## src/fpmc_pkg.sv

```systemverilog
// Shared constants and types of the front panel menu controller.
package fpmc_pkg;

  // ---------------------------------------------------------------
  // Timing
  // ---------------------------------------------------------------
  localparam int unsigned CLK_HZ           = 20_000_000;
  localparam int unsigned SESSION_IDLE_S   = 30;
  localparam int unsigned GAIN_IDLE_S      = 12;
  localparam int unsigned BOOT_PHASE_MS    = 1000;
  localparam int unsigned DEBOUNCE_MS      = 10;
  localparam int unsigned SESSION_IDLE_CYC = SESSION_IDLE_S * CLK_HZ;
  localparam int unsigned GAIN_IDLE_CYC    = GAIN_IDLE_S * CLK_HZ;
  localparam int unsigned BOOT_PHASE_CYC   = BOOT_PHASE_MS * (CLK_HZ / 1000);
  localparam int unsigned DEBOUNCE_CYC     = DEBOUNCE_MS * (CLK_HZ / 1000);

  // ---------------------------------------------------------------
  // Settings layout and limits
  // ---------------------------------------------------------------
  // Gain is kept as attenuation in 0.5 dB units: 0 is 0 dB, 40 is -20 dB.
  localparam logic [5:0] GAIN_ATT_MAX = 6'h28;
  localparam logic [5:0] GAIN_STEP_10 = 6'h14;
  localparam logic [5:0] GAIN_STEP_1  = 6'h02;
  localparam logic [5:0] GAIN_STEP_H  = 6'h01;
  localparam logic [4:0] ADDR_MAX     = 5'h1f;
  localparam logic [4:0] ADDR_STEP_10 = 5'h0a;
  localparam logic [4:0] ADDR_STEP_1  = 5'h01;
  localparam int unsigned CFG_W       = 14;

  typedef struct packed {
    logic [5:0] gain_att;
    logic       remote_on;
    logic       ext_ref;
    logic       rmode;
    logic [4:0] bus_addr;
  } fpmc_cfg_s;

  // Cursor position of the return marker per kind of item.
  localparam logic [1:0] CUR_RET_GAIN = 2'h3;
  localparam logic [1:0] CUR_RET_ADDR = 2'h2;
  localparam logic [1:0] CUR_RET_FLAG = 2'h1;

  // ---------------------------------------------------------------
  // Switches
  // ---------------------------------------------------------------
  localparam int unsigned SW_COMMIT = 0;
  localparam int unsigned SW_LEFT   = 1;
  localparam int unsigned SW_RIGHT  = 2;
  localparam int unsigned SW_UP     = 3;
  localparam int unsigned SW_DOWN   = 4;
  localparam int unsigned SW_NUM    = 5;

  // ---------------------------------------------------------------
  // Menu states
  // ---------------------------------------------------------------
  typedef enum logic [10:0] {
    ST_BOOT_SEG  = 11'h001,
    ST_BOOT_VER  = 11'h002,
    ST_BOOT_STAT = 11'h004,
    ST_NORMAL    = 11'h008,
    ST_GAIN      = 11'h010,
    ST_REMOTE    = 11'h020,
    ST_EXTREF    = 11'h040,
    ST_RMODE     = 11'h080,
    ST_ADDR      = 11'h100,
    ST_SAVE      = 11'h200,
    ST_DONE      = 11'h400
  } fpmc_state_e;

  // ---------------------------------------------------------------
  // Register map (byte addresses)
  // ---------------------------------------------------------------
  localparam logic [4:0] REG_STATUS  = 5'h00;
  localparam logic [4:0] REG_ACTIVE  = 5'h04;
  localparam logic [4:0] REG_SAVED   = 5'h08;
  localparam logic [4:0] REG_VERSION = 5'h0c;
  localparam logic [4:0] REG_CTRL    = 5'h10;
  localparam logic [1:0] CTRL_RST    = 2'h0;
  localparam int unsigned CTRL_LOCK  = 0;
  localparam int unsigned CTRL_ATEST = 1;

endpackage : fpmc_pkg

```

## src/fpmc_debounce.sv

```systemverilog
// Switch synchroniser and debouncer giving one pulse per press.
`timescale 1ns/1ps
`default_nettype none

module fpmc_debounce
  import fpmc_pkg::*;
#(
  parameter int unsigned DEB_CYCLES = DEBOUNCE_CYC
) (
  // Clock and reset
  input  wire logic clk,
  input  wire logic nrst,
  // Switch
  input  wire logic raw,
  output logic      press
);

  typedef struct packed {
    logic        s1;
    logic        s2;
    logic        s3;
    logic        stable;
    logic [31:0] cnt;
    logic        press;
  } fpmc_deb_s;

  fpmc_deb_s s;
  fpmc_deb_s next_s;

  always_comb begin
    next_s       = s;
    next_s.s1    = raw;
    next_s.s2    = s.s1;
    next_s.s3    = s.s2;
    next_s.press = 1'b0;
    // A level counts only while the last two stages agree and hold long enough.
    if (s.s2 == s.s3 && s.s3 != s.stable) begin
      if (s.cnt >= 32'(DEB_CYCLES - 1)) begin
        next_s.stable = s.s3;
        next_s.cnt    = '0;
        next_s.press  = s.s3;
      end else begin
        next_s.cnt = s.cnt + 32'h1;
      end
    end else begin
      next_s.cnt = '0;
    end
  end

  always_ff @(posedge clk or negedge nrst) begin
    if (!nrst) begin
      s <= '0;
    end else begin
      s <= next_s;
    end
  end

  assign press = s.press;

endmodule : fpmc_debounce

`default_nettype wire

```

## src/fpmc_top.sv

```systemverilog
// Front panel menu controller: switches, menu sequence, settings, lamps.
//
// Operation
// - Settings change only when commit opens and commit closes via save dialog.
// - About 30 s idle in a session abandons it and restores settings.
// - About 12 s idle in gain menu returns to normal, dropping gain edits.
// - Saved settings are held in non-volatile store and reloaded at power-up.
// - Power-up shows all segments, then version, then status, then accepts input.
// - Each horizontal press moves the cursor one place left or right.
// - Each vertical press raises or lowers the digit under the cursor.
// - On on/off items a vertical press inverts the state either way.
// - Gain step is 10 dB, 1 dB or 0.5 dB by cursor place.
// - Gain is held between 0 dB and -20 dB.
// - Gain edits act at once but are stored only on a yes save.
// - Yes stores, no restores; a further commit leaves the dialog.
// - Commit goes to next item, or on the return marker to save.
// - Items run gain, remote, reference, remote mode, address, save.
// - Alarm lamp lights while any oscillator loop reports loss of lock.
// - Remote lamp lights exactly while remote operation is selected.
// - Bus address stays within 0 to 31.
//
// Added by the designer: the placing of the registers and the Avalon-MM slave port.
`timescale 1ns/1ps
`default_nettype none

module fpmc_top
  import fpmc_pkg::*;
#(
  parameter int unsigned SESSION_IDLE_CYCLES = SESSION_IDLE_CYC,
  parameter int unsigned GAIN_IDLE_CYCLES    = GAIN_IDLE_CYC,
  parameter int unsigned BOOT_PHASE_CYCLES   = BOOT_PHASE_CYC,
  parameter int unsigned DEBOUNCE_CYCLES     = DEBOUNCE_CYC,
  // Firmware version shown at power-up; the value is arbitrary.
  parameter logic [31:0] FW_VERSION          = 32'h0000_0100
) (
  // Clock and reset
  input  wire logic              clk,
  input  wire logic              nrst,
  // Avalon-MM slave
  input  wire logic [4:0]        avs_address,
  input  wire logic              avs_read,
  input  wire logic              avs_write,
  input  wire logic [31:0]       avs_writedata,
  input  wire logic [3:0]        avs_byteenable,
  output logic      [31:0]       avs_readdata,
  output logic                   avs_waitrequest,
  // Front panel switches, high while pressed
  input  wire logic              sw_commit,
  input  wire logic              sw_left,
  input  wire logic              sw_right,
  input  wire logic              sw_up,
  input  wire logic              sw_down,
  // Oscillator lock reports, high while unlocked
  input  wire logic [1:0]        pll_unlock,
  // Non-volatile settings store
  input  wire logic [CFG_W-1:0]  nv_rd_data,
  output logic                   nv_wr_en,
  output logic      [CFG_W-1:0]  nv_wr_data,
  // Settings in force
  output logic      [5:0]        gain_att,
  output logic                   remote_on,
  output logic                   ext_ref_sel,
  output logic                   remote_mode,
  output logic      [4:0]        bus_addr,
  // Display
  output logic      [10:0]       disp_state,
  output logic      [1:0]        disp_cursor,
  output logic                   disp_yes,
  // Lamps
  output logic                   power_lamp,
  output logic                   alarm_led,
  output logic                   remote_led
);

  // ---------------------------------------------------------------
  // Switch conditioning
  // ---------------------------------------------------------------
  logic [SW_NUM-1:0] sw_raw;
  logic [SW_NUM-1:0] sw_press;

  assign sw_raw[SW_COMMIT] = sw_commit;
  assign sw_raw[SW_LEFT]   = sw_left;
  assign sw_raw[SW_RIGHT]  = sw_right;
  assign sw_raw[SW_UP]     = sw_up;
  assign sw_raw[SW_DOWN]   = sw_down;

  for (genvar i = 0; i < SW_NUM; i++) begin : g_sw
    fpmc_debounce #(
      .DEB_CYCLES (DEBOUNCE_CYCLES)
    ) u_deb (
      .clk   (clk),
      .nrst  (nrst),
      .raw   (sw_raw[i]),
      .press (sw_press[i])
    );
  end

  // ---------------------------------------------------------------
  // State
  // ---------------------------------------------------------------
  typedef struct packed {
    fpmc_state_e st;
    logic [1:0]  cur;
    logic        yes;
    logic        loaded;
    fpmc_cfg_s   saved;
    fpmc_cfg_s   work;
    logic [31:0] idle;
    logic [31:0] boot;
    logic [1:0]  pll_s1;
    logic [1:0]  pll_s2;
    logic [1:0]  pll_s3;
    logic [1:0]  pll_f;
    logic [1:0]  ctrl;
    logic        ack;
    logic [31:0] rdata;
    logic        nv_we;
    logic        lamp;
    logic        alarm;
  } fpmc_core_s;

  fpmc_core_s s;
  fpmc_core_s next_s;

  // Clamp a stored image so a corrupt store cannot push gain out of range.
  function automatic fpmc_cfg_s cfg_clean(input fpmc_cfg_s c);
    fpmc_cfg_s r;
    r = c;
    if (c.gain_att > GAIN_ATT_MAX) begin
      r.gain_att = GAIN_ATT_MAX;
    end
    return r;
  endfunction : cfg_clean

  function automatic logic [1:0] cur_ret(input fpmc_state_e st);
    logic [1:0] r;
    case (st)
      ST_GAIN: r = CUR_RET_GAIN;
      ST_ADDR: r = CUR_RET_ADDR;
      default: r = CUR_RET_FLAG;
    endcase
    return r;
  endfunction : cur_ret

  // ---------------------------------------------------------------
  // Next state
  // ---------------------------------------------------------------
  logic [SW_NUM-1:0] ev;
  logic              any_ev;
  logic              in_session;
  logic              bus_req;

  assign ev         = s.ctrl[CTRL_LOCK] ? '0 : sw_press;
  assign any_ev     = |ev;
  assign in_session = (s.st & ~(ST_BOOT_SEG | ST_BOOT_VER |
                                ST_BOOT_STAT | ST_NORMAL)) != '0;
  assign bus_req    = avs_read | avs_write;

  always_comb begin
    logic [6:0]  g7;
    logic [5:0]  gstep;
    logic [5:0]  astep;
    logic [31:0] idle_lim;
    logic        timeout;
    logic        vert;

    g7       = '0;
    gstep    = GAIN_STEP_H;
    astep    = ADDR_STEP_1;
    idle_lim = 32'(SESSION_IDLE_CYCLES);
    timeout  = 1'b0;
    vert     = ev[SW_UP] | ev[SW_DOWN];

    next_s       = s;
    next_s.nv_we = 1'b0;
    next_s.lamp  = 1'b1;

    // Lock reports are asynchronous; a bit changes once stages two and three agree.
    next_s.pll_s1 = pll_unlock;
    next_s.pll_s2 = s.pll_s1;
    next_s.pll_s3 = s.pll_s2;
    for (int b = 0; b < 2; b++) begin
      if (s.pll_s2[b] == s.pll_s3[b]) begin
        next_s.pll_f[b] = s.pll_s3[b];
      end
    end
    next_s.alarm = (|s.pll_f) | s.ctrl[CTRL_ATEST];

    // First cycle after reset: take the stored settings as the active ones.
    if (!s.loaded) begin
      next_s.loaded = 1'b1;
      next_s.saved  = cfg_clean(fpmc_cfg_s'(nv_rd_data));
      next_s.work   = cfg_clean(fpmc_cfg_s'(nv_rd_data));
    end

    // Inactivity counter, cleared by any press and outside sessions.
    if (any_ev || !in_session) begin
      next_s.idle = '0;
    end else if (s.idle != '1) begin
      next_s.idle = s.idle + 32'h1;
    end
    if (s.st == ST_GAIN) begin
      idle_lim = 32'(GAIN_IDLE_CYCLES);
    end
    timeout = in_session && (s.idle >= idle_lim);

    case (s.cur)
      2'h0:    gstep = GAIN_STEP_10;
      2'h1:    gstep = GAIN_STEP_1;
      default: gstep = GAIN_STEP_H;
    endcase
    astep = (s.cur == 2'h0) ? 6'(ADDR_STEP_10) : 6'(ADDR_STEP_1);

    case (s.st)
      ST_BOOT_SEG, ST_BOOT_VER, ST_BOOT_STAT: begin
        // Input is ignored until the three display phases are over.
        if (s.boot >= 32'(BOOT_PHASE_CYCLES - 1)) begin
          next_s.boot = '0;
          case (s.st)
            ST_BOOT_SEG: next_s.st = ST_BOOT_VER;
            ST_BOOT_VER: next_s.st = ST_BOOT_STAT;
            default:     next_s.st = ST_NORMAL;
          endcase
        end else begin
          next_s.boot = s.boot + 32'h1;
        end
      end
      ST_NORMAL: begin
        if (ev[SW_COMMIT]) begin
          next_s.st   = ST_GAIN;
          next_s.cur  = 2'h0;
          next_s.work = s.saved;
        end
      end
      ST_SAVE: begin
        if (vert) begin
          next_s.yes = ~s.yes;
        end
        if (ev[SW_COMMIT]) begin
          next_s.st = ST_DONE;
          if (s.yes) begin
            next_s.saved = s.work;
            next_s.nv_we = 1'b1;
          end else begin
            next_s.work = s.saved;
          end
        end
      end
      ST_DONE: begin
        if (ev[SW_COMMIT]) begin
          next_s.st = ST_NORMAL;
        end
      end
      ST_GAIN, ST_REMOTE, ST_EXTREF, ST_RMODE, ST_ADDR: begin
        if (ev[SW_LEFT] && s.cur != 2'h0) begin
          next_s.cur = s.cur - 2'h1;
        end else if (ev[SW_RIGHT] && s.cur != cur_ret(s.st)) begin
          next_s.cur = s.cur + 2'h1;
        end
        if (vert && s.cur != cur_ret(s.st)) begin
          case (s.st)
            ST_GAIN: begin
              // Up raises gain, which lowers attenuation.
              if (ev[SW_UP]) begin
                next_s.work.gain_att = (s.work.gain_att > gstep) ?
                  s.work.gain_att - gstep : 6'h00;
              end else begin
                g7 = {1'b0, s.work.gain_att} + {1'b0, gstep};
                next_s.work.gain_att = (g7 > {1'b0, GAIN_ATT_MAX}) ?
                  GAIN_ATT_MAX : g7[5:0];
              end
            end
            ST_REMOTE: next_s.work.remote_on = ~s.work.remote_on;
            ST_EXTREF: next_s.work.ext_ref   = ~s.work.ext_ref;
            ST_RMODE:  next_s.work.rmode     = ~s.work.rmode;
            default: begin
              if (ev[SW_UP]) begin
                g7 = {2'h0, s.work.bus_addr} + {1'b0, astep};
                next_s.work.bus_addr = (g7 > {2'h0, ADDR_MAX}) ?
                  ADDR_MAX : g7[4:0];
              end else begin
                next_s.work.bus_addr = ({1'b0, s.work.bus_addr} > astep) ?
                  s.work.bus_addr - astep[4:0] : 5'h00;
              end
            end
          endcase
        end
        if (ev[SW_COMMIT]) begin
          next_s.cur = 2'h0;
          next_s.yes = 1'b1;
          if (s.cur == cur_ret(s.st)) begin
            next_s.st = ST_SAVE;
          end else begin
            case (s.st)
              ST_GAIN:   next_s.st = ST_REMOTE;
              ST_REMOTE: next_s.st = ST_EXTREF;
              ST_EXTREF: next_s.st = ST_RMODE;
              ST_RMODE:  next_s.st = ST_ADDR;
              default:   next_s.st = ST_SAVE;
            endcase
          end
        end
      end
      default: begin
        next_s.st = ST_NORMAL;
      end
    endcase

    // Idle abandonment overrides a press in the same cycle, except that a yes save still stores; the press clears the counter only for the next cycle.
    if (timeout) begin
      next_s.st   = ST_NORMAL;
      next_s.work = s.saved;
      next_s.cur  = 2'h0;
    end

    // Bus answers one cycle after the request is seen.
    next_s.ack = bus_req && !s.ack;
    if (bus_req && !s.ack) begin
      case (avs_address)
        REG_STATUS:  next_s.rdata = {16'h0, s.alarm, in_session, s.yes,
                                     s.cur, s.st};
        REG_ACTIVE:  next_s.rdata = {18'h0, s.work.gain_att, s.saved.remote_on,
                                     s.saved.ext_ref, s.saved.rmode,
                                     s.saved.bus_addr};
        REG_SAVED:   next_s.rdata = {18'h0, s.saved};
        REG_VERSION: next_s.rdata = FW_VERSION;
        REG_CTRL:    next_s.rdata = {30'h0, s.ctrl};
        default:     next_s.rdata = '0;
      endcase
    end
    if (avs_write && s.ack && avs_address == REG_CTRL && avs_byteenable[0]) begin
      next_s.ctrl = avs_writedata[1:0];
    end
  end

  // ---------------------------------------------------------------
  // Registers
  // ---------------------------------------------------------------
  always_ff @(posedge clk or negedge nrst) begin
    if (!nrst) begin
      s      <= '0;
      s.st   <= ST_BOOT_SEG;
      s.ctrl <= CTRL_RST;
    end else begin
      s <= next_s;
    end
  end

  // ---------------------------------------------------------------
  // Outputs
  // ---------------------------------------------------------------
  assign avs_waitrequest = bus_req & ~s.ack;
  assign avs_readdata    = s.rdata;
  assign nv_wr_en        = s.nv_we;
  assign nv_wr_data      = s.saved;
  // Gain follows the edit copy so changes are heard while adjusting.
  assign gain_att        = s.work.gain_att;
  assign remote_on       = s.saved.remote_on;
  assign ext_ref_sel     = s.saved.ext_ref;
  assign remote_mode     = s.saved.rmode;
  assign bus_addr        = s.saved.bus_addr;
  assign disp_state      = s.st;
  assign disp_cursor     = s.cur;
  assign disp_yes        = s.yes;
  assign power_lamp      = s.lamp;
  assign alarm_led       = s.alarm;
  assign remote_led      = s.saved.remote_on;

endmodule : fpmc_top

`default_nettype wire

```

## config.mk

```make
export PLATFORM = sky130hd
export DESIGN_NAME = fpmc_top
export DESIGN_NICKNAME = d
export VERILOG_FILES = /design/src/fpmc_pkg.sv /design/src/fpmc_debounce.sv /design/src/fpmc_top.sv
export SDC_FILE = /design/constraint.sdc
export NUM_CORES = 1
export LEC_CHECK = 0
export ABC_AREA = 1
export BUFFER_PORTS_ARGS = -buffer_cell sky130_fd_sc_hd__buf_2
export CAP_MARGIN = 20
export CORE_MARGIN = 2
export CORE_UTILIZATION = 50
export DETAILED_ROUTE_END_ITERATION = 12
export PLACE_DENSITY_LB_ADDON = 0.25
export SLEW_MARGIN = 5
export SYNTH_ARGS = -nofsm -noshare
export SYNTH_HDL_FRONTEND = slang
export SYNTH_HIERARCHICAL = 1
export SYNTH_SLANG_ARGS = --single-unit
```

## constraint.sdc

```tcl
create_clock -name clk -period 2.9 [get_ports clk]
set_input_delay 0.87 -clock clk [delete_from_list [all_inputs] [get_ports clk]]
set_output_delay 0.87 -clock clk [all_outputs]
set_load 0.02 [all_outputs]
```

==> flow_metrics.py <==
metrics = {
    "status": {
        "status": "complete, no violations",
    },
    "global_route": {
        "grt_pass1_wl_um": 68000,
        "grtUsageTotal": 0.217,
        "antenna_found_initial": 0,
        "grt_overflow_total": 0,
        "grt_max_degree": 74,
        "grt_pass1_vias": 14031,
        "grtUsageMet2": 0.360,
        "use_met3": 0.0396,
        "top_usage_layer": "met2",
        "gr-usage-met1": 0.285,
    },
    "worst_setup_path": {
        "endpoint_kind": "flip-flop",
        "r2r_end": "s[114]",
        "slowest_delay_ns": 0.41,
        "critPathMostFrequentCell": "nand2_1",
        "cp.required_ns": 3.32,
        "r2r_setup_slack_ns": 0.16,
        "cp_cell_sequence": "inv_2 -> ha_4 -> clkinvlp_4 -> buf_12 -> ha_1 -> fa_1 -> a31oi_1 -> xor2_1 -> nand4_1 -> nand3_1 -> nor2_1 -> nor2_1 -> nand2_1 -> nand2_1 -> nand2_1",
        "worstSetupStartpoint": "disp_cursor[1]",
        "crit_slowest_cell": "fa_1",
        "cp_max_fo": 6,
        "cp-start-kind": "flip-flop",
        "cp-endpoint": "s[114]",
        "critical_path_arrival_ns": 3.15,
        "criticalPathCategory": "reg2reg",
        "worstRegToRegCells": 15,
        "r2r_start": "disp_cursor[1]",
    },
    "die": {
        "pin_count": 145,
        "dieArea_sq_um": 37400,
        "die_h_um": 193,
        "rows": 69,
        "initial_core_util": 0.506,
        "core_area_sq_um": 35500,
        "dieWidth_um": 193,
    },
    "finish": {
        "final_cell_mix": "nand2_1, dfrtp_1, nor2_1",
        "fillers": 3172,
        "layout.area.seq_sq_um": 8030,
        "diodes": 0,
        "nets": 2414,
        "fin_area_sq_um": 20300,
        "final_common_cell": "nand2_1",
        "layoutNonFillerInstCount": 2796,
        "fin_util": 0.573,
        "multi_input_area_sq_um": 8730,
        "drive_gt1_frac": 0.187,
        "area.growth.synth_to_final_pct": 13.4,
    },
    "drt": {
        "dr.pass1.iters": 5,
        "drc": 0,
        "routedWlPerCell_um": 14.4,
        "wl_um": 40400,
        "drt_iter0_drc": 994,
        "drtAntennaViolNets": 0,
        "dr_total_vias": 14413,
        "vias_per_cell": 5.15,
    },
    "placed_design": {
        "post-place-cells": 2727,
        "gp_congestion": 0.933,
        "numPortBuffers": 95,
        "postPlaceCellArea_sq_um": 19000,
        "pre_cts_slack_ns": -0.0156,
        "dpl.hpwl_um": 30000,
    },
    "sta": {
        "worst_slew_pin_slew_ns": 0.736,
        "report.final.setup_viol": 0,
        "max_freq_mhz": 365,
        "fin_crit_sh": 0.944,
        "worst_hold_slack_ns": 0.278,
        "max_slew_margin": 0.509,
        "rsz0062_at_grt": "yes",
        "layout_min_cycle_time_ns": 2.74,
        "skew_ns": 0.0200,
        "setup_slack_ns": 0.163,
        "hold_viol": 0,
        "final-max-slew-violation-count": 0,
    },
    "synthesis": {
        "yosysTopAreaCell": "dfrtp_1",
        "synthArstFlopShare": 1.00,
        "netlist_area_sq_um": 17900,
        "synth_edf_count": 0,
        "synth_cell_type_count": 65,
        "ys_ff_latch": 321,
        "synth_ff_type": "dfrtp_1",
        "syn_area_per_cell_sq_um": 8.36,
        "syn_inst": 2146,
        "yosys.area.top_type_share": 0.446,
        "yosys_warnings": 6,
        "synth_area_leaders": "dfrtp_1, nand2_1, nor2_1",
        "seq_area_frac_synth": 0.448,
    },
    "pwr": {
        "p_seq_frac": 0.367,
        "p_per_area_nw_per_um2": 676,
        "leakage_nw": 9.57,
        "vdd_drop_max_mv": 0.508,
        "comb_power_share": 0.286,
        "switching_share": 0.345,
        "p_int_mw": 9.02,
        "p_sw_mw": 4.74,
        "clockPowerShare": 0.347,
    },
    "cts": {
        "htree_levels": 2,
        "clock_sinks": 321,
        "ctsHoldBuffers": 0,
        "worstSkewPairLatency_ns": 0.54,
        "cts_max_path_buffers": 3,
        "cts_tree": "yes",
        "numCtsBuffers": 36,
        "clk_pin_slew_ns": 0.06,
        "ctsRootBufferMaster": "clkbuf_16",
    },
    "hold_path": {
        "holdCritPathClass": "in2async",
    },
    "run": {
        "drv_cap": 0,
    },
}
[what timing repair did]
item                                    in CTS  in global routing
pin swaps                                    0                  3
buffers inserted                             1                  2
gates resized for setup                      1                 23
endpoints found under the setup margin       8                 23
[per-layer routing]
layer	part of all wire	vias to the layer above
met1	0.43	6822
met5	0	-
li1	-	7110
met3	0.062	76
met4	0.032	0
met2	0.47	405
[area by class of cell]
class / count / share of cell area
sequential: 321 / 0.395
timing repair buffer: 146 / 0.0458
inverter: 213 / 0.0395
multi-input combinational: 1589 / 0.429
clock inverter: 17 / 0.0114
clock buffer: 49 / 0.0511
tap: 461 / 0.0283
[registers in the layout, summed over array words and instances, names as in the netlist, 2 cells and up]
register and flops:
avs_readdata 16, bus_addr 5, disp_cursor 2, disp_state 11, g_sw.u_deb/next_s 10, g_sw.u_deb/press 5
g_sw.u_deb/s 170, gain_att 6, next_s 4, nv_wr_data 6, s 79
[kinds of logic (layout without fill, tap and decap cells)]
logic type / after synthesis / count (layout) / share of synthesized area
AOI/OAI and AO/OA: 221 / 221 / 0.0746
and+or+nand+nor: 1132 / 1132 / 0.305
buffers and inverters: 316 / 425 / 0.0859
adders and majority gates: 43 / 43 / 0.0314
other: 7 / 87 / 0.00147
DFF: 321 / 321 / 0.448
xor gates and xnor gates: 95 / 95 / 0.0464
muxes: 11 / 11 / 0.00691
[critical path: cells and delay by family, from the launching register on]
kind	cells	cell delay, ns
xor+xnor	1	0.17
flops	1	0.38
simple gates	7	0.52
buf+inv	3	0.52
compound gates	1	0.19
fa+ha+maj	3	0.84
[through the flow]
stage | total power, mW | setup TNS, ns
floorplan | 7.74 | 0
global placement | 8.75 | 0
detailed placement | 8.86 | -0.0234
CTS | 13.7 | 0
global route | 14.6 | -0.0290
finish | 13.8 | 0
[Yosys cell counts, types with 6 or more instances]
cell type  instances
o21ai_0           82
conb_1             7
nand3_1           99
o21a_1            10
xnor2_1           32
buf_2              8
nand4_1           58
inv_2             16
nand3_2           10
xor2_1            63
clkbuf_1          15
nor3_4             6
nor2_2            66
o22ai_1           12
nor3_1            44
ha_1              37
nand2_1          455
nand2_2           29
a21oi_1           51
o21ai_1           11
o31ai_1            6
buf_4             71
nor2_1           282
nor3_2            18
a31oi_1            6
mux2_2            11
o211ai_1          15
nor2_4             7
dfrtp_1          320
inv_1            196
nor4_1            10
[power by group through the flow]
stage | clock, mW | sequential (mW) | combinational (mW)
2_1_floorplan | 0 | 5.00 | 2.74
3_3_place_gp | 0 | 5.10 | 3.65
3_5_place_dp | 0 | 5.11 | 3.75
4_1_cts | 4.90 | 5.03 | 3.78
5_1_grt | 5.11 | 5.08 | 4.41
6_report | 4.77 | 5.04 | 3.94
[how the worst min path moves through the flow]
stage	start	to	cells past startpoint
4_1_cts	nrst	g_sw[2].u_deb/s[4]	1
3_3_place_gp	next_s[42]	next_s[40]	0
2_1_floorplan	g_sw[0].u_deb/next_s[35]	g_sw[0].u_deb/next_s[34]	0
5_1_grt	nrst	g_sw[2].u_deb/s[4]	1
6_report	nrst	g_sw[2].u_deb/s[3]	1
3_5_place_dp	next_s[42]	next_s[40]	0
(Power assumes the default switching activity.)
